==> src/common/csg_pkg.sv <==
// package for the call-state and signalling status groups
// assumes one 40 MHz clock and an instrument host issuing status queries
`default_nettype none
package csg_pkg;
  // ==========================================================
  // register widths, selects and masks
  localparam int unsigned CSG_W         = 16;        // every register is 16 bits
  localparam logic [2:0]  CSG_SEL_COND  = 3'h0;      // condition query
  localparam logic [2:0]  CSG_SEL_RISE  = 3'h1;      // rise filter
  localparam logic [2:0]  CSG_SEL_FALL  = 3'h2;      // fall filter
  localparam logic [2:0]  CSG_SEL_EVT   = 3'h3;      // event register
  localparam logic [2:0]  CSG_SEL_ENA   = 3'h4;      // enable register
  localparam logic        CSG_GRP_CALL  = 1'h0;      // call state group
  localparam logic        CSG_GRP_SIG   = 1'h1;      // signalling group
  localparam logic [15:0] CSG_CALL_MASK = 16'h007F;  // bits 6..0 live
  localparam logic [15:0] CSG_SIG_MASK  = 16'h7FFF;  // bit 15 always zero
  localparam logic [15:0] CSG_REG_RST   = 16'h0000;  // value after reset
  // ==========================================================
  // bit positions
  localparam int CSG_CALL_RING  = 6;   // mobile ringing
  localparam int CSG_CALL_CONN  = 5;   // connected
  localparam int CSG_CALL_ACC   = 4;   // access state
  localparam int CSG_CALL_PAGE  = 3;   // paging state
  localparam int CSG_CALL_AUTH  = 2;   // authenticating
  localparam int CSG_CALL_REG   = 1;   // registering
  localparam int CSG_CALL_ACT   = 0;   // call active
  localparam int CSG_SIG_RAMP   = 14;  // power control ramping
  localparam int CSG_SIG_RATE   = 13;  // frame error rate reported
  localparam int CSG_SIG_PILOT  = 12;  // pilot strength message
  localparam int CSG_SIG_REGD   = 11;  // registration completed
  localparam int CSG_SIG_PASS   = 10;  // frame test passed
  localparam int CSG_SIG_FAIL   = 9;   // frame test failed
  localparam int CSG_SIG_MAXF   = 8;   // frame test max frames
  localparam int CSG_SIG_SO2    = 7;   // service option two
  localparam int CSG_SIG_HARD   = 6;   // hard handoff
  localparam int CSG_SIG_SOFTER = 5;   // softer handoff
  localparam int CSG_SIG_ALERT  = 4;   // call alert
  // ==========================================================
  // carriers
  typedef struct packed {
    logic base_call_tried;  // base-originated call attempted
    logic past_access;      // call processing beyond access
    logic answered;         // mobile answered
    logic connected;        // connected indicator
    logic access;           // access indicator
    logic page;             // paging indicator
    logic authenticating;   // authentication running
    logic registering;      // registering indicator
    logic active;           // call active indicator
  } csg_call_ind_type;
  typedef struct packed {
    logic ramping;          // power control ramping
    logic svc_opt2;         // service option two
    logic hard_handoff;     // hard handoff
    logic softer_handoff;   // softer handoff
    logic mobile_ringing;   // mobile_under_test ringing
    logic svc_opt1_orig;    // instrument-originated option one call
    logic rate_report;      // pulse: frame_error_rate reported
    logic pilot_msg;        // pulse: pilot strength message
    logic frame_test_pass;  // pulse: frame test passed
    logic frame_test_fail;  // pulse: frame test failed
    logic frame_test_max;   // pulse: max frame count
  } csg_sig_ind_type;
  typedef struct packed {
    logic        valid;     // query strobe
    logic        grp;       // group select
    logic [2:0]  sel;       // register select
    logic        write;     // 1 write, 0 read
    logic [15:0] data;      // write value
  } csg_cmd_type;
  typedef struct packed {
    logic [15:0] cond;
    logic [15:0] rise;
    logic [15:0] fall;
    logic [15:0] evt;
    logic [15:0] ena;
  } csg_grp_type;
  typedef struct packed {
    csg_grp_type [1:0] grp;   // indexed by group select
    logic              ring;  // ringing latch
    logic              rsp_valid;
    logic [15:0]       rsp_data;
  } csg_state_type;
endpackage
`default_nettype wire

==> src/design/csg_status_groups.sv <==
// call-state and signalling status register groups
// assumes indicators and event pulses come from logic on clk_i
`default_nettype none
module csg_status_groups (
  input  wire logic                      clk_i,
  input  wire logic                      rst_i,
  input  wire csg_pkg::csg_call_ind_type call_ind_i,
  input  wire csg_pkg::csg_sig_ind_type  sig_ind_i,
  input  wire csg_pkg::csg_cmd_type      cmd_i,
  input  wire logic                      clear_status_i,
  input  wire logic                      oper_sig_enable_i,
  output logic                           rsp_valid_o,
  output logic [15:0]                    rsp_data_o,
  output logic                           call_summary_o,
  output logic                           sig_summary_o,
  output logic                           sig_status_byte_o
);
  import csg_pkg::*;

  // ==========================================================
  // edge filter and group update
  // event set from filtered edges plus event-only sources
  function automatic logic [15:0] grp_set(input csg_grp_type g,
                                          input logic [15:0] cond_n,
                                          input logic [15:0] only,
                                          input logic [15:0] mask);
    logic [15:0] rise_v;
    logic [15:0] fall_v;
    // edges against the stored condition
    rise_v  = cond_n & ~g.cond;
    fall_v  = ~cond_n & g.cond;
    grp_set = ((rise_v & g.rise) | (fall_v & g.fall) | only) & mask;
  endfunction

  // one cycle of a group: condition, events, host writes
  function automatic csg_grp_type grp_step(input csg_grp_type g,
                                           input logic [15:0] cond_n,
                                           input logic [15:0] set_v,
                                           input logic [15:0] mask,
                                           input csg_cmd_type c,
                                           input logic hit,
                                           input logic cls);
    csg_grp_type r;
    logic        clr;
    r      = g;
    r.cond = cond_n & mask;
    clr    = cls | (hit && !c.write && c.sel == CSG_SEL_EVT);
    r.evt  = (clr ? CSG_REG_RST : g.evt) | set_v;
    // host writes, masked to live bits
    if (hit && c.write) begin
      case (c.sel)
        CSG_SEL_RISE: r.rise = c.data & mask;
        CSG_SEL_FALL: r.fall = c.data & mask;
        CSG_SEL_ENA:  r.ena  = c.data & mask;
        default:      r.ena  = g.ena;                       // cond/event not writable
      endcase
    end
    // hand back the stepped group
    grp_step = r;
  endfunction

  // read mux over one group
  function automatic logic [15:0] grp_read(input csg_grp_type g,
                                           input logic [2:0] sel);
    // unknown selects read zero
    case (sel)
      CSG_SEL_COND: grp_read = g.cond;
      CSG_SEL_RISE: grp_read = g.rise;
      CSG_SEL_FALL: grp_read = g.fall;
      CSG_SEL_EVT:  grp_read = g.evt;
      CSG_SEL_ENA:  grp_read = g.ena;
      default:      grp_read = CSG_REG_RST;
    endcase
  endfunction

  // ==========================================================
  // state
  csg_state_type st_reg;   // all state
  csg_state_type st_next;  // next state
  logic          ring_n;   // next ringing latch
  logic [15:0]   call_c;   // next call condition
  logic [15:0]   sig_c;    // next signalling condition
  logic [15:0]   sig_only; // signalling event-only sources
  logic [15:0]   set_call; // call events set this cycle
  logic [15:0]   set_sig;  // signalling events set this cycle
  logic          hit_call; // query for call group
  logic          hit_sig;  // query for signalling group

  // ==========================================================
  // condition building and register update
  always_comb begin
    // hold everything unless changed below
    st_next = st_reg;
    // ringing latch: answer takes priority, it ends ringing
    ring_n = st_reg.ring;
    if (call_ind_i.base_call_tried && call_ind_i.past_access) begin
      ring_n = 1'b1;
    end
    if (call_ind_i.answered) begin
      ring_n = 1'b0;
    end
    st_next.ring = ring_n;

    // call condition, bits 15..7 held zero
    call_c = CSG_REG_RST;
    call_c[CSG_CALL_RING] = ring_n;
    call_c[CSG_CALL_CONN] = call_ind_i.connected;
    call_c[CSG_CALL_ACC]  = call_ind_i.access;
    call_c[CSG_CALL_PAGE] = call_ind_i.page;
    call_c[CSG_CALL_AUTH] = call_ind_i.authenticating;
    call_c[CSG_CALL_REG]  = call_ind_i.registering;
    call_c[CSG_CALL_ACT]  = call_ind_i.active;

    // signalling condition, only implemented bits
    sig_c = CSG_REG_RST;
    sig_c[CSG_SIG_RAMP]   = sig_ind_i.ramping;
    sig_c[CSG_SIG_SO2]    = sig_ind_i.svc_opt2;
    sig_c[CSG_SIG_HARD]   = sig_ind_i.hard_handoff;
    sig_c[CSG_SIG_SOFTER] = sig_ind_i.softer_handoff;
    sig_c[CSG_SIG_ALERT]  = sig_ind_i.mobile_ringing & sig_ind_i.svc_opt1_orig;

    // event-only bits, no condition behind them
    sig_only = CSG_REG_RST;
    sig_only[CSG_SIG_RATE]  = sig_ind_i.rate_report;
    sig_only[CSG_SIG_PILOT] = sig_ind_i.pilot_msg;
    sig_only[CSG_SIG_REGD]  = st_reg.grp[CSG_GRP_CALL].cond[CSG_CALL_REG]
                              & ~call_ind_i.registering;
    sig_only[CSG_SIG_PASS]  = sig_ind_i.frame_test_pass;
    sig_only[CSG_SIG_FAIL]  = sig_ind_i.frame_test_fail;
    sig_only[CSG_SIG_MAXF]  = sig_ind_i.frame_test_max;

    // filtered event sets
    set_call = grp_set(st_reg.grp[CSG_GRP_CALL], call_c, CSG_REG_RST, CSG_CALL_MASK);
    set_sig  = grp_set(st_reg.grp[CSG_GRP_SIG], sig_c, sig_only, CSG_SIG_MASK);

    // host query decode
    hit_call = cmd_i.valid && cmd_i.grp == CSG_GRP_CALL;
    hit_sig  = cmd_i.valid && cmd_i.grp == CSG_GRP_SIG;

    // read answer uses values before this cycle's update
    st_next.rsp_valid = cmd_i.valid && !cmd_i.write;
    if (cmd_i.valid && !cmd_i.write) begin
      st_next.rsp_data = grp_read(st_reg.grp[cmd_i.grp], cmd_i.sel);
    end

    // both groups step, 16-bit wide each
    st_next.grp[CSG_GRP_CALL] = grp_step(st_reg.grp[CSG_GRP_CALL], call_c, set_call,
                                         CSG_CALL_MASK, cmd_i, hit_call,
                                         clear_status_i);
    st_next.grp[CSG_GRP_SIG]  = grp_step(st_reg.grp[CSG_GRP_SIG], sig_c, set_sig,
                                         CSG_SIG_MASK, cmd_i, hit_sig, clear_status_i);
  end

  // state register
  always_ff @(posedge clk_i or posedge rst_i) begin
    if (rst_i) begin
      // reset clears every register
      st_reg <= '0;
    end else begin
      st_reg <= st_next;
    end
  end

  // ==========================================================
  // outputs
  // read answer from flip-flops, summaries from registers
  assign rsp_valid_o       = st_reg.rsp_valid;
  assign rsp_data_o        = st_reg.rsp_data;
  assign call_summary_o    = |(st_reg.grp[CSG_GRP_CALL].evt & st_reg.grp[CSG_GRP_CALL].ena);
  assign sig_summary_o     = |(st_reg.grp[CSG_GRP_SIG].evt & st_reg.grp[CSG_GRP_SIG].ena);
  assign sig_status_byte_o = sig_summary_o & oper_sig_enable_i;
endmodule
`default_nettype wire

==> config.mk <==
export PLATFORM = sky130hd
export DESIGN_NAME = csg_status_groups
export DESIGN_NICKNAME = d
export VERILOG_FILES = /design/src/common/csg_pkg.sv /design/src/design/csg_status_groups.sv
export SDC_FILE = /design/constraint.sdc
export NUM_CORES = 1
export LEC_CHECK = 0
export BUFFER_PORTS_ARGS = -buffer_cell sky130_fd_sc_hd__clkbuf_2
export CAP_MARGIN = 20
export CORE_ASPECT_RATIO = 2
export CORE_UTILIZATION = 52
export CTS_BUF_LIST = sky130_fd_sc_hd__clkbuf_8 sky130_fd_sc_hd__clkbuf_16
export CTS_CLUSTER_SIZE = 12
export DETAILED_ROUTE_END_ITERATION = 8
export PLACE_DENSITY_LB_ADDON = 0.08
export SLEW_MARGIN = 40
export SYNTH_ARGS = -nofsm -noshare
export SYNTH_HDL_FRONTEND = slang
export SYNTH_SLANG_ARGS = --single-unit
==> constraint.sdc <==
create_clock -name clk_i -period 3 [get_ports clk_i]
set_clock_uncertainty 0.2 [all_clocks]
set_input_delay 0.15 -clock clk_i [delete_from_list [all_inputs] [get_ports clk_i]]
set_output_delay 0.15 -clock clk_i [all_outputs]
set_load 0.01 [all_outputs]
# == Yosys cells after proc, flatten, opt, wreduce, memory -nomap -nowiden ==
# Cells that the tools add are included.
# totals
n_memories,0
input_bits,46
latch_bits,0
ramBits,0
romBits,0
regBits,128
output_inout_bits,20
# classes
n_eq_ne,4
n_lt_le_gt_ge,1
reduce_logical,20
shifts,0
n_addsub,0
n_div,0
multipliers,0
n_bitwise,26
mux,7
# op_table
operator,n
80-bit 2-to-1 mux,1
16-bit one-hot mux with 5 select lines,1
79-bit 2-to-1 mux,1
15-bit AND,4
16-bit 2-to-1 mux,2
16-bit OR reduction,2
15-bit NOT,2
7-bit AND,4
16-bit by 15-bit AND with 16-bit output,1
16-bit by 7-bit AND with 16-bit output,1
16-bit by 15-bit OR with 16-bit output,1
16-bit by 7-bit OR with 16-bit output,1
15-bit by 14-bit OR with 15-bit output,1
15-bit OR,1
7-bit NOT,2
2-bit AND reduction,6
1-bit logical AND,10
7-bit OR,1
3-bit by 2-bit equality test with 1-bit output (second input constant),2
1-bit AND,3
3-bit by 1-bit equality test with 1-bit output (second input constant),1
3-bit equality test (second input constant),1
3-bit logical NOT,1
1-bit by 2-bit less-than comparator with 1-bit output (second input constant),1
other kinds (4),7

# == Logic depth before layout (Yosys ltp) ==
# Gate-level depths: netlist of run 1.
# depth
word_depth,8
ltp_mapped,7
depth_no_buf,5

# == Worst setup path after synthesis of run 1 ==
# OpenSTA, ideal clock, no wires.
# synth_timing
path_type,input to register
startpoint,in cmd_i[19] in the netlist's numbering
endpoint,reg st_reg[130] in the netlist's numbering
path_slack_ns,1.307
t_required_ns,2.675
setup_ns,0.125
path_buffers,3
cell_stages,6
arrival_ns,1.368
path_cell_list,buf_6 or3b_1 buf_6 nor2_8 buf_12 mux2_4
# synth_between
elab_chain_cells,2
# synth_rtl
element,line,source
from (decl),csg_status_groups.sv:9,"input wire csg_pkg::csg_cmd_type cmd_i,"
3-bit by 2-bit equality test with 1-bit output,csg_status_groups.sv:51,case (c.sel)
2-bit AND reduction (no line),--,
to (signal assigned),csg_status_groups.sv:160,st_reg <= st_next;
to (decl),csg_status_groups.sv:78,csg_state_type st_reg;
# No other way between the ends.
# A chain may end at the register's enable or synchronous reset.

# == Final worst setup path of run 1 ==
# layout_timing
startpoint,reg st_reg[125] in the netlist's numbering
endpoint,out sig_status_byte_o
# layout_between
elab_chain_cells,3
# layout_rtl
element,line,source
16-bit by 15-bit AND with 16-bit output,csg_status_groups.sv:170,assign sig_summary_o = |(st_reg.grp[CSG_GRP_SIG].evt & st_reg.grp[CSG_GRP_SIG].ena);
16-bit OR reduction,csg_status_groups.sv:170,
1-bit AND,csg_status_groups.sv:171,assign sig_status_byte_o = sig_summary_o & oper_sig_enable_i;
to (decl),csg_status_groups.sv:16,output logic sig_status_byte_o
# No other way between the ends.

==> impl_metrics.toml, run 1 <==
[route]
wl_per_cell_um = 20.1
final_antenna_net_count = 0
routed.top_layer = "met4"
vias = 3649
drc = 0
totalWireLength_um = 12800
routed-wl-met3_um = 416
wl_met1_um = 5000
vias_per_cell = 5.75
drt_iter0_drc = 195
first_pass_iters = 4
met2_length_um = 7060

[logic_synthesis]
yosys.area.top_type = "dfrtp_1"
synthTopCellsByArea = "dfrtp_1 (53%), mux2_2 (12%), mux2i_1 (5.5%), mux2_4 (2.9%), a22oi_1 (2.7%)"
ys_ff_latch = 112
async_flop_share = 1.00
ys_seq_area_frac = 0.532
synth_fp_nets = 459
synth_area_um2 = 5270
synthCells = 413
avgSynthCellArea_um2 = 12.8
yosysUniqueCellTypes = 46
synth.top_cell.area_share = 0.532
synth.most_common_cell = "dfrtp_1"
synth-edff-count = 0
ys.flop_type = "dfrtp_1"
yosysWarnings = 0
netlist_top_cells_count = "dfrtp_1 (112), mux2_2 (55), nand2_1 (32), mux2i_1 (29), a22oi_1 (19)"

[sta]
finalCriticalPeriod_ps = 2260
slew_headroom = 0.457
setup_viol = 0
finalCritPeriodShare = 0.752
max_freq_mhz = 443
holdWs_ps = 28.6
tightest_slew_ps = 807
rsz0062_at_grt = "false"
hold_violations = 0
drv_slew = 0
finalSetupTns_ps = 0

[clock_tree]
clock_sinks = 112
clk_pin_slew_ps = 70
cts_max_level = 3
post-cts-setup-buffers = 0
clockBufferDepth = 2
tritoncts = "built"
insertion_delay_ps = 340
cts-root-buf = "clkbuf_16"
cts_inserted_buffers = 9

[floorplan]
dieArea_um2 = 10600
dieHeight_um = 144
core_area_um2 = 9760
initial_core_util = 0.540
die_w_um = 73.2
fp-row-count = 51
ioPinCount = 66

[final_layout]
largest_reg_flops = 96
multi_input_area_um2 = 2190
finalInstanceArea_um2 = 6240
fill_cells = 821
fin_util = 0.639
seq_area_um2 = 2800
fin_nets = 545
antennaDiodeCount = 0
drive_gt1_frac = 0.324
syn_to_final_growth_pct = 18.4

[job]
cap_violations = 0

[global_route]
track_usage = 0.262
antenna_found_initial = 0
overflow = 0
grt_first_pass_wirelength_um = 20100
grt_max_degree = 113
grt_pass1_vias = 3778

[power]
powerDensity_nw_per_um2 = 599
p_leak_nw = 2.92
finalPower_mw = 3.74
vdd_drop_max_uv = 387

[critical_path]
crit_fanout = 3
path_class = "flip-flop to output port"
cp.required_ps = 2650
arrival_ps = 1910
worstSetupEndpointType = "output port"
cp-start-kind = "flip-flop"

[placement]
placed_cell_area_um2 = 5600
hpwl_um = 8730
io_buffers = 63
place_congestion = 0.856

[hold_path]
hp-class = "input port to flip-flop"

[status]
run_status = "complete, no violations"
-- area by class of cell --
| cell class | count | area share |
|---|---|---|
| Inverter | 6 | 0.00421 |
| Timing Repair Buffer | 109 | 0.122 |
| Tap cell | 132 | 0.0265 |
| Sequential cell | 112 | 0.449 |
| Multi-Input combinational cell | 261 | 0.352 |
| Clock buffer | 10 | 0.0383 |
| Clock inverter | 5 | 0.00802 |
-- final timing paths --
check                                            endpoint  slack [ps]  depth (start not counted)                 startpoint
worst max-delay path                    sig_status_byte_o         740                          5      st_reg[125]$_DFF_PP0_
worst min-delay path                 st_reg[37]$_DFF_PP0_          30                          4             clear_status_i
worst max register to register       st_reg[88]$_DFF_PP0_        1510                          3       st_reg[88]$_DFF_PP0_
worst min register to register  rsp_data_o[4]$_DFFE_PP0P_         280                          2  rsp_data_o[4]$_DFFE_PP0P_
max in group asynchronous            st_reg[34]$_DFF_PP0_        1800                          4                      rst_i
min in group asynchronous         st_reg[153]$_DFFE_PP0P_         300                          4                      rst_i
-- report_power, final --
part	total, mW	leakage [nW]	switching, mW	internal, mW
registers	1.93	1.43	0.180	1.75
clock network	1.17	0.147	0.516	0.658
logic	0.634	1.35	0.283	0.351
-- cell usage in the layout, fill, tap and decap left out, drive strengths merged, types with 2 or more instances in the layout --
master         n
dfrtp        112
clkbuf        73
mux2          72
dlygate4sd3   35
nand2         32
mux2i         29
a22oi         19
o211ai        14
nor2          14
o22ai         12
buf           11
nand3b        10
o21ai          9
inv            7
a21o           6
nand3          6
a221o          5
or3b           3
nor2b          3
and2           3
nor3           3
o31ai          3
a21oi          2
a32o           2
a222oi         2
clkinvlp       2
a41oi          2
-- timing repair --
action	CTS	global route
hold buffers	35	0
endpoints found under the hold margin	207	0
resized for setup	0	0
-- metal layers --
metal / vias up / track usage
li1: 1678 / -
met1: 1862 / 0.313
met2: 85 / 0.460
met3: 24 / 0.0362
met4: 0 / 0.119
met5: - / 0
-- logic make-up after synthesis --
kind of cell           after synthesis  share of synthesized area
and+or+nand+nor                     80                     0.0886
other                                1                   0.000712
muxes                              101                      0.216
AOI/OAI and AO/OA                   79                      0.111
DFF                                112                      0.532
buffers and inverters               40                     0.0513
-- per-stage QoR --
| stage | setup slack [ps] | std cells |
|---|---|---|
| 6_report | 744 | 635 |
| 5_1_grt | 613 | 635 |
| 4_1_cts | 678 | 635 |
| 3_5_place_dp | 696 | 585 |
| 3_3_place_gp | 689 | 585 |
| 2_1_floorplan | 1290 | 413 |
-- worst max-delay path, stage by stage, from the launching register on --
cell      delay, ps
dfrtp_1         400
a22o_1          250
a221oi_1        360
and3_1          290
a21boi_0        100
clkbuf_2        160
Note: power is estimated with default switching activity, not from simulation.
==> run 2: changes to the inputs <==
CORE_UTILIZATION = 55   (was 52)
clock period = 2.21 ns   (was 3 ns; I/O delays follow)
==> impl_metrics.toml, run 2 (synthesized netlist as in run 1, its figures left out) <==
[clock_tree]
cts-root-buf = "clkbuf_16"
cts_inserted_buffers = 9
clock_sinks = 112
tritoncts = "built"
clockBufferDepth = 2
cts_max_level = 3
post-cts-setup-buffers = 0
clk_pin_slew_ps = 70
insertion_delay_ps = 350

[power]
powerDensity_nw_per_um2 = 820
p_leak_nw = 3.00
finalPower_mw = 5.22
vdd_drop_max_uv = 504

[job]
cap_violations = 0

[critical_path]
crit_fanout = 3
r2r-start = "st_reg[88]$_DFF_PP0_"
reg2reg_slack_ps = 580
cp.required_ps = 1900
cp-start-kind = "flip-flop"
startpoint = "st_reg[125]$_DFF_PP0_"
r2r_cells = 5
crit_end = "sig_status_byte_o"
r2r_end = "st_reg[40]$_DFF_PP0_"
worstSetupEndpointType = "output port"
arrival_ps = 1840
path_class = "flip-flop to output port"

[route]
wl_per_cell_um = 20.8
first_pass_iters = 6
vias_per_cell = 6.00
totalWireLength_um = 12900
vias = 3724
drc = 5
final_antenna_net_count = 0
drt_iter0_drc = 270

[final_layout]
fin_nets = 558
multi_input_area_um2 = 2200
mostFrequentLayoutCells = "dfrtp_1 (112), clkbuf_2 (63), mux2_2 (55)"
syn_to_final_growth_pct = 20.9
drive_gt1_frac = 0.342
antennaDiodeCount = 0
final_common_cell = "dfrtp_1"
seq_area_um2 = 2800
fill_cells = 709
largest_reg_flops = 96

[placement]
hpwl_um = 8990
io_buffers = 63
place_congestion = 0.892

[status]
run_status = "finished, violations left"
failed_checks = "design-rule violations"

[sta]
holdWs_ps = 40.7
slew_headroom = 0.622
finalSetupTns_ps = 0
max_freq_mhz = 464
setup_viol = 0
finalCriticalPeriod_ps = 2150
drv_slew = 0
rsz0062_at_grt = "false"
finalCritPeriodShare = 0.974
hold_violations = 0
tightest_slew_ps = 568

[global_route]
grt_pass1_vias = 3878
track_usage = 0.277
grt_first_pass_wirelength_um = 20500
antenna_found_initial = 0
grt_max_degree = 57
overflow = 0

[floorplan]
die_w_um = 71.2
initial_core_util = 0.565
fp-row-count = 50
dieHeight_um = 140
ioPinCount = 66
dieArea_um2 = 10000
core_area_um2 = 9320

[hold_path]
hp-class = "input port to asynchronous set/reset pin"
## run 2: area by class of cell
| class | count | area share |
|---|---|---|
| multi-input combinational | 261 | 0.346 |
| clock inverter | 4 | 0.00806 |
| tap | 104 | 0.0204 |
| clock buffer | 12 | 0.0418 |
| sequential | 112 | 0.440 |
| inverter | 6 | 0.00413 |
| timing repair buffer | 122 | 0.140 |
## run 2: report_power, final
part / switching, mW / leakage, nW / total, mW / internal [mW]
Combinational: 0.389 / 1.42 / 0.880 / 0.491
Clock: 0.749 / 0.155 / 1.72 / 0.973
Sequential: 0.248 / 1.43 / 2.62 / 2.37
## run 2: worst min path at each step
stage	endpoint	depth (start not counted)	slack (ps)
floorplan	st_reg[167]$_DFF_PP0_	0	-60
global placement	st_reg[124]$_DFF_PP0_	2	-150
detailed placement	st_reg[153]$_DFFE_PP0P_	2	-140
CTS	rsp_data_o[4]$_DFFE_PP0P_	4	30
global route	st_reg[153]$_DFFE_PP0P_	3	70
finish	st_reg[153]$_DFFE_PP0P_	3	40
## run 2: metrics by stage
step	cell area [µm²]	std cells	setup slack [ps]	util
finish	6370	621	57.1	0.683
global route	6370	621	9.35	0.683
CTS	6370	621	48.5	0.683
detailed placement	5660	567	262	0.608
global placement	5660	567	278	0.608
floorplan	5270	413	542	-
## run 2: routing by layer
layer | track usage | wire length [µm] | vias to the layer above
li1 | - | - | 1715
met1 | 0.324 | 5070 | 1904
met2 | 0.490 | 7030 | 80
met3 | 0.0432 | 400 | 25
met4 | 0.123 | 390 | 0
met5 | 0 | 0 | -
## run 2: worst max-delay path, cell delays in order (launching register included)
cell and delay, ps:
dfrtp_1 420, a22o_1 280, a221oi_2 300, and3_1 250, a21boi_0 90, clkbuf_2 160
## run 2: repair_timing
| item | in CTS | in global routing |
|---|---|---|
| hold buffers | 38 | 0 |
| setup endpoints to repair | 2 | 0 |
| resized for setup | 1 | 0 |
| hold endpoints to repair | 209 | 0 |
